$ cat src/rtl/altb_pkg.sv
// altb_pkg: offsets, reset values and carrier types of the alert limit bank.
// assumes a 16-bit register port, single clock, synchronous reset.
package altb_pkg;

  // ==========================================================================
  // register offsets
  localparam logic [7:0] ALTB_OFS_OVERCURRENT     = 8'h0C;
  localparam logic [7:0] ALTB_OFS_UNDERCURRENT    = 8'h0D;
  localparam logic [7:0] ALTB_OFS_BUS_OVERVOLTAGE = 8'h0E;
  localparam logic [7:0] ALTB_OFS_BUS_UNDERVOLT   = 8'h0F;
  localparam logic [7:0] ALTB_OFS_OVERTEMPERATURE = 8'h10;
  localparam logic [7:0] ALTB_OFS_OVERPOWER       = 8'h11;
  localparam logic [7:0] ALTB_OFS_MAKER_ID        = 8'h3E;

  // ==========================================================================
  // reset values and field masks
  localparam logic [15:0] ALTB_RST_OVERCURRENT     = 16'h7FFF;
  localparam logic [15:0] ALTB_RST_UNDERCURRENT    = 16'h8000;
  localparam logic [15:0] ALTB_RST_BUS_OVERVOLTAGE = 16'h7FFF;
  localparam logic [15:0] ALTB_RST_BUS_UNDERVOLT   = 16'h0000;
  localparam logic [15:0] ALTB_RST_OVERTEMPERATURE = 16'h7FF0;
  localparam logic [15:0] ALTB_RST_OVERPOWER       = 16'hFFFF;
  localparam logic [15:0] ALTB_MASK_BUS_VOLTAGE    = 16'h7FFF;
  localparam logic [15:0] ALTB_MASK_TEMPERATURE    = 16'hFFF0;
  // arbitrary neutral maker code
  localparam logic [15:0] ALTB_MAKER_CODE_DEFAULT  = 16'h5A5A;

  // ==========================================================================
  // carriers
  typedef struct packed {
    logic        write;
    logic        read;
    logic [7:0]  addr;
    logic [15:0] wdata;
  } altb_req_t;

  typedef struct packed {
    logic        valid;
    logic [15:0] current;
    logic [15:0] bus_voltage;
    logic [15:0] die_temperature_result;
    logic [15:0] power;
  } altb_meas_t;

  typedef struct packed {
    logic overcurrent_flag;
    logic undercurrent_flag;
    logic bus_overvoltage_flag;
    logic bus_undervoltage_flag;
    logic overtemperature_flag;
    logic power_limit_field;
  } altb_flags_t;

endpackage

$ cat src/rtl/altb_limit_flag.sv
// altb_limit_flag: one limit comparator and its alert flag.
// assumes samples arrive with a one-cycle valid strobe on the same clock.
`timescale 1ns/100ps
module altb_limit_flag
  import altb_pkg::*;
#(
  parameter int  WIDTH  = 16,
  parameter bit  SIGNED = 1'b1,
  parameter bit  ABOVE  = 1'b1
)(
  input  wire logic             clock_in,
  input  wire logic             sys_rst_in,
  input  wire logic             sample_valid_in,
  input  wire logic [WIDTH-1:0] sample_in,
  input  wire logic [WIDTH-1:0] limit_in,
  input  wire logic             latch_in,
  input  wire logic             flag_read_in,
  output logic                  flag_out
);

  logic fault;
  logic next_flag;

  // ==========================================================================
  // compare
  always_comb
  begin
    if (SIGNED)
      fault = ABOVE ? ($signed(sample_in) > $signed(limit_in))
                    : ($signed(sample_in) < $signed(limit_in));
    else
      fault = ABOVE ? (sample_in > limit_in) : (sample_in < limit_in);
  end

  // set wins over the read clear, so a fault in the read cycle is kept
  always_comb
  begin
    next_flag = flag_out;
    if (latch_in)
    begin
      if (flag_read_in)
        next_flag = 1'b0;
      if (sample_valid_in && fault)
        next_flag = 1'b1;
    end
    else if (sample_valid_in)
      next_flag = fault;
  end

  always_ff @(posedge clock_in)
  begin
    if (sys_rst_in)
      flag_out <= 1'b0;
    else
      flag_out <= next_flag;
  end
endmodule

$ cat src/rtl/altb_alert_limit_bank.sv
// altb_alert_limit_bank: threshold registers, maker code and limit flags.
// assumes a serial bus engine gives one-cycle read/write strobes with address.
// Function
// - negative over-current limit trips the alarm even at zero current.
// - over-current limit 16-bit signed read/write, reset 7FFF, 1.2 mA per step.
// - under-current limit 16-bit signed read/write, reset 8000, 1.2 mA per step.
// - bus over-voltage limit 15-bit unsigned, reset 7FFF, 3.125 mV per step.
// - bus under-voltage limit 15-bit unsigned, reset zero, 3.125 mV per step.
// - bit 15 of both bus voltage limits reads zero.
// - temperature limit signed in bits 15..4, compared with die temperature.
// - temperature limit bits 3..0 always read zero.
// - power limit 16-bit unsigned, reset FFFF, compared with power result.
// - read-only 16-bit maker code returns a fixed value.
// - limits decode at 0C..11, maker code at 3E.
// - over-current and under-current flags set on matching comparison.
// - latched flags hold until flag register read; transparent flags follow fault.
// - a select bit chooses raw samples or averaged results for comparison.
`timescale 1ns/100ps
module altb_alert_limit_bank
  import altb_pkg::*;
#(
  parameter logic [15:0] MAKER_CODE = ALTB_MAKER_CODE_DEFAULT
)(
  input  wire logic        clock_in,
  input  wire logic        sys_rst_in,
  input  wire altb_req_t   req_in,
  input  wire altb_meas_t  raw_meas_in,
  input  wire altb_meas_t  avg_meas_in,
  input  wire logic        alert_latch_select_in,
  input  wire logic        averaged_compare_select_in,
  input  wire logic        flag_register_read_in,
  output altb_flags_t      flags_out,
  output logic [15:0]      rdata_out,
  output logic             rvalid_out
);

  typedef struct packed {
    logic [15:0] overcurrent_limit;
    logic [15:0] undercurrent_limit;
    logic [15:0] bus_overvoltage_limit;
    logic [15:0] bus_undervoltage_limit;
    logic [15:0] overtemperature_limit;
    logic [15:0] overpower_limit;
    logic [15:0] rdata;
    logic        rvalid;
  } altb_state_t;

  altb_state_t state;
  altb_state_t next_state;
  altb_meas_t  meas;
  logic [15:0] read_mux;

  // ==========================================================================
  // sample select
  always_comb
  begin
    meas = averaged_compare_select_in ? avg_meas_in : raw_meas_in;
  end

  // ==========================================================================
  // read decode
  always_comb
  begin
    if (req_in.addr == ALTB_OFS_OVERCURRENT)
      read_mux = state.overcurrent_limit;
    else if (req_in.addr == ALTB_OFS_UNDERCURRENT)
      read_mux = state.undercurrent_limit;
    else if (req_in.addr == ALTB_OFS_BUS_OVERVOLTAGE)
      read_mux = state.bus_overvoltage_limit & ALTB_MASK_BUS_VOLTAGE;
    else if (req_in.addr == ALTB_OFS_BUS_UNDERVOLT)
      read_mux = state.bus_undervoltage_limit & ALTB_MASK_BUS_VOLTAGE;
    else if (req_in.addr == ALTB_OFS_OVERTEMPERATURE)
      read_mux = state.overtemperature_limit & ALTB_MASK_TEMPERATURE;
    else if (req_in.addr == ALTB_OFS_OVERPOWER)
      read_mux = state.overpower_limit;
    else if (req_in.addr == ALTB_OFS_MAKER_ID)
      read_mux = MAKER_CODE;
    else
      read_mux = 16'h0000;
  end

  // ==========================================================================
  // register writes
  always_comb
  begin
    next_state = state;
    next_state.rvalid = req_in.read;
    if (req_in.read)
      next_state.rdata = read_mux;
    if (req_in.write)
    begin
      if (req_in.addr == ALTB_OFS_OVERCURRENT)
        next_state.overcurrent_limit = req_in.wdata;
      else if (req_in.addr == ALTB_OFS_UNDERCURRENT)
        next_state.undercurrent_limit = req_in.wdata;
      else if (req_in.addr == ALTB_OFS_BUS_OVERVOLTAGE)
        next_state.bus_overvoltage_limit = req_in.wdata & ALTB_MASK_BUS_VOLTAGE;
      else if (req_in.addr == ALTB_OFS_BUS_UNDERVOLT)
        next_state.bus_undervoltage_limit = req_in.wdata & ALTB_MASK_BUS_VOLTAGE;
      else if (req_in.addr == ALTB_OFS_OVERTEMPERATURE)
        next_state.overtemperature_limit = req_in.wdata & ALTB_MASK_TEMPERATURE;
      else if (req_in.addr == ALTB_OFS_OVERPOWER)
        next_state.overpower_limit = req_in.wdata;
    end
  end

  always_ff @(posedge clock_in)
  begin
    if (sys_rst_in)
    begin
      state.overcurrent_limit      <= ALTB_RST_OVERCURRENT;
      state.undercurrent_limit     <= ALTB_RST_UNDERCURRENT;
      state.bus_overvoltage_limit  <= ALTB_RST_BUS_OVERVOLTAGE;
      state.bus_undervoltage_limit <= ALTB_RST_BUS_UNDERVOLT;
      state.overtemperature_limit  <= ALTB_RST_OVERTEMPERATURE;
      state.overpower_limit        <= ALTB_RST_OVERPOWER;
      state.rdata                  <= 16'h0000;
      state.rvalid                 <= 1'b0;
    end
    else
      state <= next_state;
  end

  assign rdata_out  = state.rdata;
  assign rvalid_out = state.rvalid;

  // ==========================================================================
  // comparators; temperature low nibble is zero in the limit operand only, the sample is compared unmasked
  altb_limit_flag #(.WIDTH(16), .SIGNED(1'b1), .ABOVE(1'b1)) u_overcurrent (
    .clock_in       (clock_in),
    .sys_rst_in     (sys_rst_in),
    .sample_valid_in(meas.valid),
    .sample_in      (meas.current),
    .limit_in       (state.overcurrent_limit),
    .latch_in       (alert_latch_select_in),
    .flag_read_in   (flag_register_read_in),
    .flag_out       (flags_out.overcurrent_flag)
  );
  altb_limit_flag #(.WIDTH(16), .SIGNED(1'b1), .ABOVE(1'b0)) u_undercurrent (
    .clock_in       (clock_in),
    .sys_rst_in     (sys_rst_in),
    .sample_valid_in(meas.valid),
    .sample_in      (meas.current),
    .limit_in       (state.undercurrent_limit),
    .latch_in       (alert_latch_select_in),
    .flag_read_in   (flag_register_read_in),
    .flag_out       (flags_out.undercurrent_flag)
  );
  altb_limit_flag #(.WIDTH(16), .SIGNED(1'b0), .ABOVE(1'b1)) u_bus_over (
    .clock_in       (clock_in),
    .sys_rst_in     (sys_rst_in),
    .sample_valid_in(meas.valid),
    .sample_in      (meas.bus_voltage),
    .limit_in       (state.bus_overvoltage_limit),
    .latch_in       (alert_latch_select_in),
    .flag_read_in   (flag_register_read_in),
    .flag_out       (flags_out.bus_overvoltage_flag)
  );
  altb_limit_flag #(.WIDTH(16), .SIGNED(1'b0), .ABOVE(1'b0)) u_bus_under (
    .clock_in       (clock_in),
    .sys_rst_in     (sys_rst_in),
    .sample_valid_in(meas.valid),
    .sample_in      (meas.bus_voltage),
    .limit_in       (state.bus_undervoltage_limit),
    .latch_in       (alert_latch_select_in),
    .flag_read_in   (flag_register_read_in),
    .flag_out       (flags_out.bus_undervoltage_flag)
  );
  altb_limit_flag #(.WIDTH(16), .SIGNED(1'b1), .ABOVE(1'b1)) u_overtemp (
    .clock_in       (clock_in),
    .sys_rst_in     (sys_rst_in),
    .sample_valid_in(meas.valid),
    .sample_in      (meas.die_temperature_result),
    .limit_in       (state.overtemperature_limit),
    .latch_in       (alert_latch_select_in),
    .flag_read_in   (flag_register_read_in),
    .flag_out       (flags_out.overtemperature_flag)
  );
  altb_limit_flag #(.WIDTH(16), .SIGNED(1'b0), .ABOVE(1'b1)) u_overpower (
    .clock_in       (clock_in),
    .sys_rst_in     (sys_rst_in),
    .sample_valid_in(meas.valid),
    .sample_in      (meas.power),
    .limit_in       (state.overpower_limit),
    .latch_in       (alert_latch_select_in),
    .flag_read_in   (flag_register_read_in),
    .flag_out       (flags_out.power_limit_field)
  );
endmodule

$ cat config.mk
export PLATFORM = sky130hd
export DESIGN_NAME = altb_alert_limit_bank
export DESIGN_NICKNAME = d
export VERILOG_FILES = /design/src/rtl/altb_pkg.sv /design/src/rtl/altb_limit_flag.sv /design/src/rtl/altb_alert_limit_bank.sv
export SDC_FILE = /design/constraint.sdc
export NUM_CORES = 1
export LEC_CHECK = 0
export BUFFER_PORTS_ARGS = -buffer_cell sky130_fd_sc_hd__buf_2
export CORE_MARGIN = 5
export CORE_UTILIZATION = 31
export CTS_BUF_LIST = sky130_fd_sc_hd__clkbuf_8
export CTS_CLUSTER_DIAMETER = 120
export DETAILED_ROUTE_END_ITERATION = 10
export GPL_TIMING_DRIVEN = 0
export PLACE_DENSITY = 0.58
export SETUP_SLACK_MARGIN = 0.15
export SLEW_MARGIN = 20
export SYNTH_ARGS = -nofsm -noshare
export SYNTH_HDL_FRONTEND = slang
export SYNTH_HIERARCHICAL = 1
export SYNTH_SLANG_ARGS = --single-unit
$ cat constraint.sdc
create_clock -name clock_in -period 2.9 [get_ports clock_in]
set_input_delay 0.145 -clock clock_in [delete_from_list [all_inputs] [get_ports clock_in]]
set_output_delay 0.145 -clock clock_in [all_outputs]
set_load 0.03 [all_outputs]
Yosys cells after proc, flatten, opt, wreduce, memory -nomap -nowiden
Cells that the tools add are included.
- bits in registers: 113
- input bits: 161
- output and inout port bits: 23
- logic and storage cells: 84
- order comparisons: 6
- eq/ne operators: 13
- muxes and demuxes: 27
- bitwise operators: 5
- reduce and logical (&&, ||, !) cells: 19
- operators by type and width (cell ; count):
    $mux W16 ; 6
    $mux W65 ; 1
    $gt A16 B16 Y1 ; 3
    $eq A8 B4 Y1 const B ; 4
    $mux W1 ; 19
    $ne A3 B1 Y1 const B ; 6
    $eq A8 B5 Y1 const B ; 2
    $gt A16 B15 Y1 ; 1
    $lt A16 B15 Y1 ; 1
    $lt A16 B16 Y1 ; 1
    $mux W15 ; 1
    $reduce_and A2 Y1 ; 7
    $eq A8 B6 Y1 const B ; 1
    $reduce_and A7 Y1 ; 1
    $logic_and A1 B1 Y1 ; 6
    $reduce_and A6 Y1 ; 1
    $not A1 Y1 ; 5
    $reduce_and A5 Y1 ; 1
    $reduce_and A4 Y1 ; 1
    $reduce_and A3 Y1 ; 1
    $reduce_bool A2 Y1 ; 1

Depth between registers and ports, before layout
Gate-level depths: netlist of the first run.
- depth after elaboration: 8
- gate-level depth with buffers: 10
- gate-level depth less buffers: 8

Hierarchy
The synthesis of the first run kept the hierarchy.
- by module, submodules not included (module ; times used ; cells each ; area each (sq um) ; sequential area each (sq um)):
    altb_alert_limit_bank ; 1 ; 639 ; 5699.2 ; 2142.1
    altb_limit_flag at u_bus_over ... ; 2 ; 61 ; 461.7 ; 20.0
    altb_limit_flag at u_overcurrent ; 1 ; 62 ; 495.5 ; 20.0
    altb_limit_flag at u_overtemp ; 1 ; 66 ; 493.0 ; 20.0
    altb_limit_flag at u_undercurrent ; 1 ; 60 ; 445.4 ; 20.0
    altb_limit_flag at u_bus_under ; 1 ; 57 ; 430.4 ; 20.0

Least setup slack after synthesis of the first run
No wires, ideal clock.
- kind: input port to flip-flop
- from: input port averaged_compare_select_in
- to: register u_undercurrent.flag_out
- library setup time: 0.121 ns
- data arrival time: 2.494 ns
- path slack: 0.285 ns
- cell stages on the path: 9
- path buffers: 2
- cell sequence: clkbuf_1 clkbuf_1 mux2_2 ha_1 nand4_1 or3_1 a221oi_2 nor4_1 mux2_2
- RTL lines (item ; line ; RTL):
    from (decl) ; altb_alert_limit_bank.sv:30 ; input wire logic averaged_compare_select_in,
    to (signal assigned) ; altb_limit_flag.sv:55 ; flag_out <= next_flag;
    to (decl) ; altb_limit_flag.sv:18 ; output logic flag_out

==> run summary, run 1 <==
Crit path cell chain = clkbuf_2 -> clkbuf_2 -> mux2_2 -> ha_1 -> nand4_1 -> or3_1 -> a221oi_2 -> nor4_1 -> mux2_2
YS warnings = 6
Avg Cell Area, Syn = 8.44 um2
Cell taking the most area after synthesis = dfxtp_1
Synth Register Bits = 113
Synth top cells by count = nand2_1 (133), dfxtp_1 (113), inv_1 (110)
ANT nets after route = 0
Place WS = -0.573 ns
Cells on worst reg2reg path = 7
Root buffer cell = clkbuf_8
Via count = 7,822
Total clock sinks = 113
Final Wtd Congestion = 0.920
CP max stage delay = 0.44 ns
Num rows = 60
Crit path from = averaged_compare_select_in
Sw frac = 27.7%
Sequential area share after synthesis = 26.7%
Worst setup path class = input port to register
Combinational power share = 19.3%
TritonCTS clock tree = built
Synth area leaders = dfxtp_1 (27%), ha_1 (14%), mux2_2 (9.6%), mux2i_1 (6.3%), nand2_1 (5.9%)
Post-route DRC = 0
Total Power = 0.00386 W
Worst Path Buf+Inv = 2
Ys flop type = dfxtp_1
RSZ-0062 raised after global routing = no
Post-DP HPWL = 23,500 um
Worst min-delay path class = input port to register
Slowest cell on the critical path = or3_1
Slew Limit Headroom = 46.2%
Final Max Slew Viols = 0
Pleak = 5.31 nW
Top cell family by delay on the critical path = simple AND/OR/NAND/NOR gates
Status = finished clean
Skew-Pair Late Insertion Delay = 0.45 ns
Starting Density = 31.5%
Min Tclk post-route = 2.51 ns
Top-area cell type share of the netlist area = 26.7%
R2r endpoint = u_undercurrent/flag_out
Endpoints failing setup = 0
Buffers on Ports = 180
WL/cell = 18.7 um
Max-cap check violation count = 0
Clk_skew = 0.0113 ns
Worst setup SP type = input port
Number of antenna violations at the first check in global routing = 3
Pint = 0.00279 W
Die H = 175 um
Num CTS Buffers = 17
Clk pwr share = 39.6%
Die ar. = 30,800 um2
Die W = 175 um
Final Hold Viols = 0
First-pass GRT wire length = 44,000 um
Crit Path Max Fanout = 10
Hold Path Depth = 2
Total grt overflow = 0
Fin crit share = 86.4%
Slew at the pin with the worst max-slew slack = 0.806 ns
Crit. path cell count = 9
# diodes = 0
Count of different cell masters after synthesis = 78
First DRT Iteration DRCs = 520
Synthesized area = 8490 um2
DRT Pass-1 Iters = 5
H-tree depth = 4
Post-route setup slack = 0.393 ns
Reg-to-Reg Start = state[96]
Reg2Reg Setup Slack = 0.71 ns
Required time of the worst setup path = 3.24 ns
Asr flop ratio synth = 0%
Total GRT Usage = 18.6%
Clock transition at path regs = 0.07 ns
PD cells = 377 nW/um2
Vias in the first global route = 7,662
Switch Pwr = 0.00107 W
Crit path arrival time = 2.85 ns
Core area = 27,000 um2
Largest net degree at the start of global routing = 17
EDFF count, synth = 0
IO Pins = 184
Total wire length = 29,200 um
Cell with the most instances after synthesis = nand2_1
Worst setup path end = u_undercurrent/flag_out
# nets final = 1,467
Share of layout cells above drive strength 1 = 27.8%
Mapped Cells = 1,006
Longest Clk Path Bufs = 2
Via density = 5.00
FMAX = 0.399 GHz
CP Capture Type = register
Worst vdd rail ir drop = 0.251 mV
Final Core Density = 38.0%
Area delta synth->final = 20.8%
Sequential Power Share = 41.1%
[routing by layer]
layer	GRT usage [%]	vias to the layer above	share of wire, %
met5	0	-	0.14
met4	5.95	6	2.9
met3	4.09	58	6.2
met2	30.3	281	46
met1	24.7	3540	45
li1	-	3937	-
[worst register-to-register path, delay by kind of cell (launching register included)]
family          cells  cell delay [ns]
simple gates        3             0.78
mux                 1             0.28
compound gates      1             0.24
flops               1             0.39
fa+ha+maj           1             0.33
buf+inv             1             0.06
[worst min-delay path by stage]
stage                     startpoint        end  slack [ns]
after CTS                  req_in[0]  state[17]       0.005
final                      req_in[3]  state[20]        0.04
after global routing       req_in[0]  state[17]       0.004
after floorplan            req_in[0]  state[17]        0.26
after global placement    req_in[15]  state[32]        0.44
after detailed placement  req_in[15]  state[48]        0.46
[kinds of logic (layout without fill, tap and decap cells)]
family,after synthesis,count (layout),synth area share (%)
simple gates,341,341,21.4
mux,128,128,16.6
compound gates,153,153,12.6
fa+ha+maj,94,94,13.9
xor+xnor,1,1,0.103
other cells,1,6,0.0442
buf+inv,175,387,8.76
flops,113,113,26.7
[layout by cell type (no fill, tap or decap), drive strengths merged, types with 3 or more instances in the layout]
cell type	synthesis	final
nand3	18	18
and4	3	3
dfxtp	113	113
and2	3	3
nand2b	6	6
nor2	61	61
bufinv	0	3
conb	1	6
o211ai	10	10
o21bai	4	4
a211oi	7	7
o21ai	18	18
o221ai	6	6
o22ai	3	3
nor2b	12	12
a32o	3	3
clkinv	0	3
a21o	8	8
mux2i	53	53
a21oi	44	44
or3	3	3
clkbuf	35	55
nand4	17	17
nor4	4	4
a211o	7	7
mux2	72	72
a22oi	5	5
nand3b	47	47
o31ai	3	3
nor3	17	17
nand4b	4	4
ha	94	94
o211a	4	4
a21boi	3	3
buf	30	210
nand2	133	133
inv	110	114
a31oi	13	13
mux4	3	3
[power groups by stage]
| stage | Sequential, W | Combinational, W | Clock (W) |
|---|---|---|---|
| global route | 0.00159 | 0.000825 | 0.00162 |
| CTS | 0.00159 | 0.000748 | 0.00155 |
| global placement | 0.00162 | 0.000730 | 0 |
| detailed placement | 0.00162 | 0.000743 | 0 |
| floorplan | 0.00163 | 0.000439 | 0 |
| finish | 0.00159 | 0.000747 | 0.00153 |
[final cells by class]
type | instances | area [um2]
fill | 2746 | 16700
multi-input combinational | 723 | 5500
sequential | 113 | 2260
timing repair buffer | 182 | 921
tap | 341 | 427
inverter | 110 | 413
buffer | 65 | 334
clock buffer | 20 | 275
clock inverter | 10 | 120
[flip-flops by register name, summed over array words and instances (netlist names)]
| name | count |
|---|---|
| rdata_out | 16 |
| rvalid_out | 1 |
| state | 90 |
| u_bus_over/flag_out | 1 |
| u_bus_under/flag_out | 1 |
| u_overcurrent/flag_out | 1 |
| u_overpower/flag_out | 1 |
| u_overtemp/flag_out | 1 |
| u_undercurrent/flag_out | 1 |
[metrics by stage]
stage | TNS (ns) | std cells | area (um2) | hold slack [ns]
2_1_floorplan | 0 | 1011 | 8510 | 0.263
3_3_place_gp | -2.23 | 1532 | 9830 | 0.443
3_5_place_dp | -2.29 | 1532 | 9830 | 0.462
4_1_cts | 0 | 1563 | 10200 | 0.00516
5_1_grt | 0 | 1564 | 10300 | 0.00403
6_report | 0 | 1564 | 10300 | 0.0411
[repair_timing]
item | in CTS | in global routing
setup buffers | 0 | 0
endpoints found under the hold margin | 3 | 1
resized for setup | 1 | 4
setup endpoints to repair | 5 | 1
hold buffers | 1 | 1
Note: power is estimated with default switching activity, not from simulation.
==> run 2, diff against run 1 <==
--- a/config.mk
+++ b/config.mk
@@ -13,8 +13,8 @@
 export DETAILED_ROUTE_END_ITERATION = 10
 export GPL_TIMING_DRIVEN = 0
 export PLACE_DENSITY = 0.58
+export RECOVER_POWER = 100
 export SETUP_SLACK_MARGIN = 0.15
-export SLEW_MARGIN = 20
 export SYNTH_ARGS = -nofsm -noshare
 export SYNTH_HDL_FRONTEND = slang
 export SYNTH_HIERARCHICAL = 1
==> run 2 against run 1 <==
Compared with the run above: non-clock buffer count is the same; critical path depth is the same; first-iteration DRC count grew 13%; clock skew shrank 0.00076 ns; critical endpoint unchanged; global-route usage is the same; utilization shrank 0.29 points; sequential cell count is the same.
==> run summary, run 2 (synthesis gave the netlist of run 1 again) <==
Status = finished clean
Endpoints failing setup = 0 (unchanged)
Min Tclk post-route = 2.62 ns (+0.112 ns)
IO Pins = 184 (unchanged)
TritonCTS clock tree = built
First DRT Iteration DRCs = 585 (+13%)
Number of antenna violations at the first check in global routing = 3 (unchanged)
Worst Path Buf+Inv = 2 (unchanged)
Max-cap check violation count = 0 (unchanged)
Top cell family by delay on the critical path = simple AND/OR/NAND/NOR gates
Crit path arrival time = 2.96 ns (+0.11 ns)
Slew at the pin with the worst max-slew slack = 1.30 ns (+0.496 ns)
Max reg flops = 90 (unchanged)
Fin crit share = 90.3% (+3.9 points)
WL/cell = 18.8 um (+0.54%)
Commonest non-fill, non-tap cell in the layout = buf_2
Post-route setup slack = 0.281 ns (-0.112 ns)
Required time of the worst setup path = 3.25 ns (about the same)
Skew-Pair Late Insertion Delay = 0.46 ns (about the same)
DRT Pass-1 Iters = 5 (unchanged)
Slew Limit Headroom = 12.5% (-34 points)
Worst setup path class = input port to register
Vias in the first global route = 7,662 (unchanged)
H-tree depth = 4 (unchanged)
Clock transition at path regs = 0.07 ns (about the same)
Area delta synth->final = 19.9%
Total wire length = 29,400 um (+0.54%)
Total clock sinks = 113 (unchanged)
Core area = 27,000 um2 (unchanged)
Clk_skew = 0.0105 ns (-0.000762 ns)
FMAX = 0.382 GHz (-4.3%)
Reg with most FFs = state
Via density = 5.03 (+0.54%)
Longest Clk Path Bufs = 2 (unchanged)
Most frequent cells in the layout = buf_2 (161), nand2_1 (133), inv_1 (114), dfxtp_1 (113), ha_1 (94)
# diodes = 0 (unchanged)
PD cells = 379 nW/um2 (+0.66%)
Worst min-delay path class = input port to register
Slowest cell on the critical path = or3_1
RSZ-0062 raised after global routing = no
Starting Density = 31.5% (unchanged)
Root buffer cell = clkbuf_8
Total GRT Usage = 18.6% (unchanged)
Total grt overflow = 0 (unchanged)
Post-CTS setup buffer count = 0 (unchanged)
# nets final = 1,467 (unchanged)
Via count = 7,864 (+0.54%)
Post-DP HPWL = 23,500 um (unchanged)
Die W = 175 um (unchanged)
Num CTS Buffers = 17 (unchanged)
Num rows = 60 (unchanged)
Die ar. = 30,800 um2 (unchanged)
Buffers on Ports = 180 (unchanged)
Final Hold Viols = 0 (unchanged)
Worst vdd rail ir drop = 0.250 mV (-0.31%)
Final Max Slew Viols = 0 (unchanged)
CP Capture Type = register
Share of layout cells above drive strength 1 = 24.9% (-2.9 points)
WHS = 0.0290 ns (-0.0121 ns)
Pleak = 5.18 nW (-2.3%)
Place WS = -0.573 ns (unchanged)
Crit Path Max Fanout = 10 (unchanged)
Fillers = 2,772 (+0.95%)
ANT nets after route = 0 (unchanged)
Die H = 175 um (unchanged)
Post-route DRC = 0 (unchanged)
Crit path cell chain = clkbuf_2 -> clkbuf_2 -> mux2_2 -> ha_1 -> nand4_1 -> or3_1 -> a221oi_1 -> nor4_1 -> mux2_2
Worst setup SP type = input port
Final Wtd Congestion = 0.920 (unchanged)
Reg2Reg Setup Slack = 0.60 ns (-0.11 ns)
CP max stage delay = 0.43 ns (about the same)
Largest net degree at the start of global routing = 17 (unchanged)
First-pass GRT wire length = 44,000 um (unchanged)
run 2: cell type report:
type,instances,area [um2],area share [%]
Clock buffer,20,275,2.71
Multi-Input combinational cell,723,5460,53.7
Tap cell,341,427,4.19
Timing Repair Buffer,182,890,8.74
Buffer,65,327,3.21
Clock inverter,10,120,1.18
Sequential cell,113,2260,22.2
Inverter,110,413,4.06
run 2: per-stage QoR:
step,instances,util [%],power (W),instance area (um2),setup TNS [ns]
finish,1564,37.7,0.00386,10200,0
global route,1564,37.7,0.00403,10200,0
CTS,1563,38.0,0.00388,10200,0
detailed placement,1532,36.5,0.00236,9830,-2.29
global placement,1532,36.5,0.00235,9830,-2.23
floorplan,1011,-,0.00207,8510,0
run 2: layer usage:
| metal | GRT usage, % | share of wire (%) | vias to the layer above |
|---|---|---|---|
| li1 | - | - | 3935 |
| met1 | 24.7 | 45 | 3554 |
| met2 | 30.3 | 45 | 304 |
| met3 | 4.09 | 6.8 | 65 |
| met4 | 5.95 | 3.1 | 6 |
| met5 | 0 | 0.18 | - |
run 2: worst reg2reg max path: stages (launching register included):
cell and delay [ns]:
dfxtp_1 0.39, inv_1 0.06, ha_1 0.33, nand4_1 0.20, or3_1 0.43, a221oi_1 0.34
nor4_1 0.15, mux2_2 0.29
run 2: where the power goes:
group	internal, W	switching (W)
registers	0.00157	0.0000151
clock network	0.000891	0.000643
logic	0.000325	0.000413
run 2: what timing repair did:
item                                    in CTS  in global routing
endpoints found under the setup margin       5                  1
resized for setup                            1                  4
hold buffers                                 1                  1
endpoints found under the hold margin        3                  1
gates cloned                                 0                  0
run 2: final timing paths:
kind,start,to,cells past startpoint
worst min-delay path,req_in[3],state[20],2
worst min register to register,rdata_out[7],rdata_out[7],2
worst max-delay path,averaged_compare_select_in,u_undercurrent/flag_out,9
worst max register to register,state[96],u_undercurrent/flag_out,7
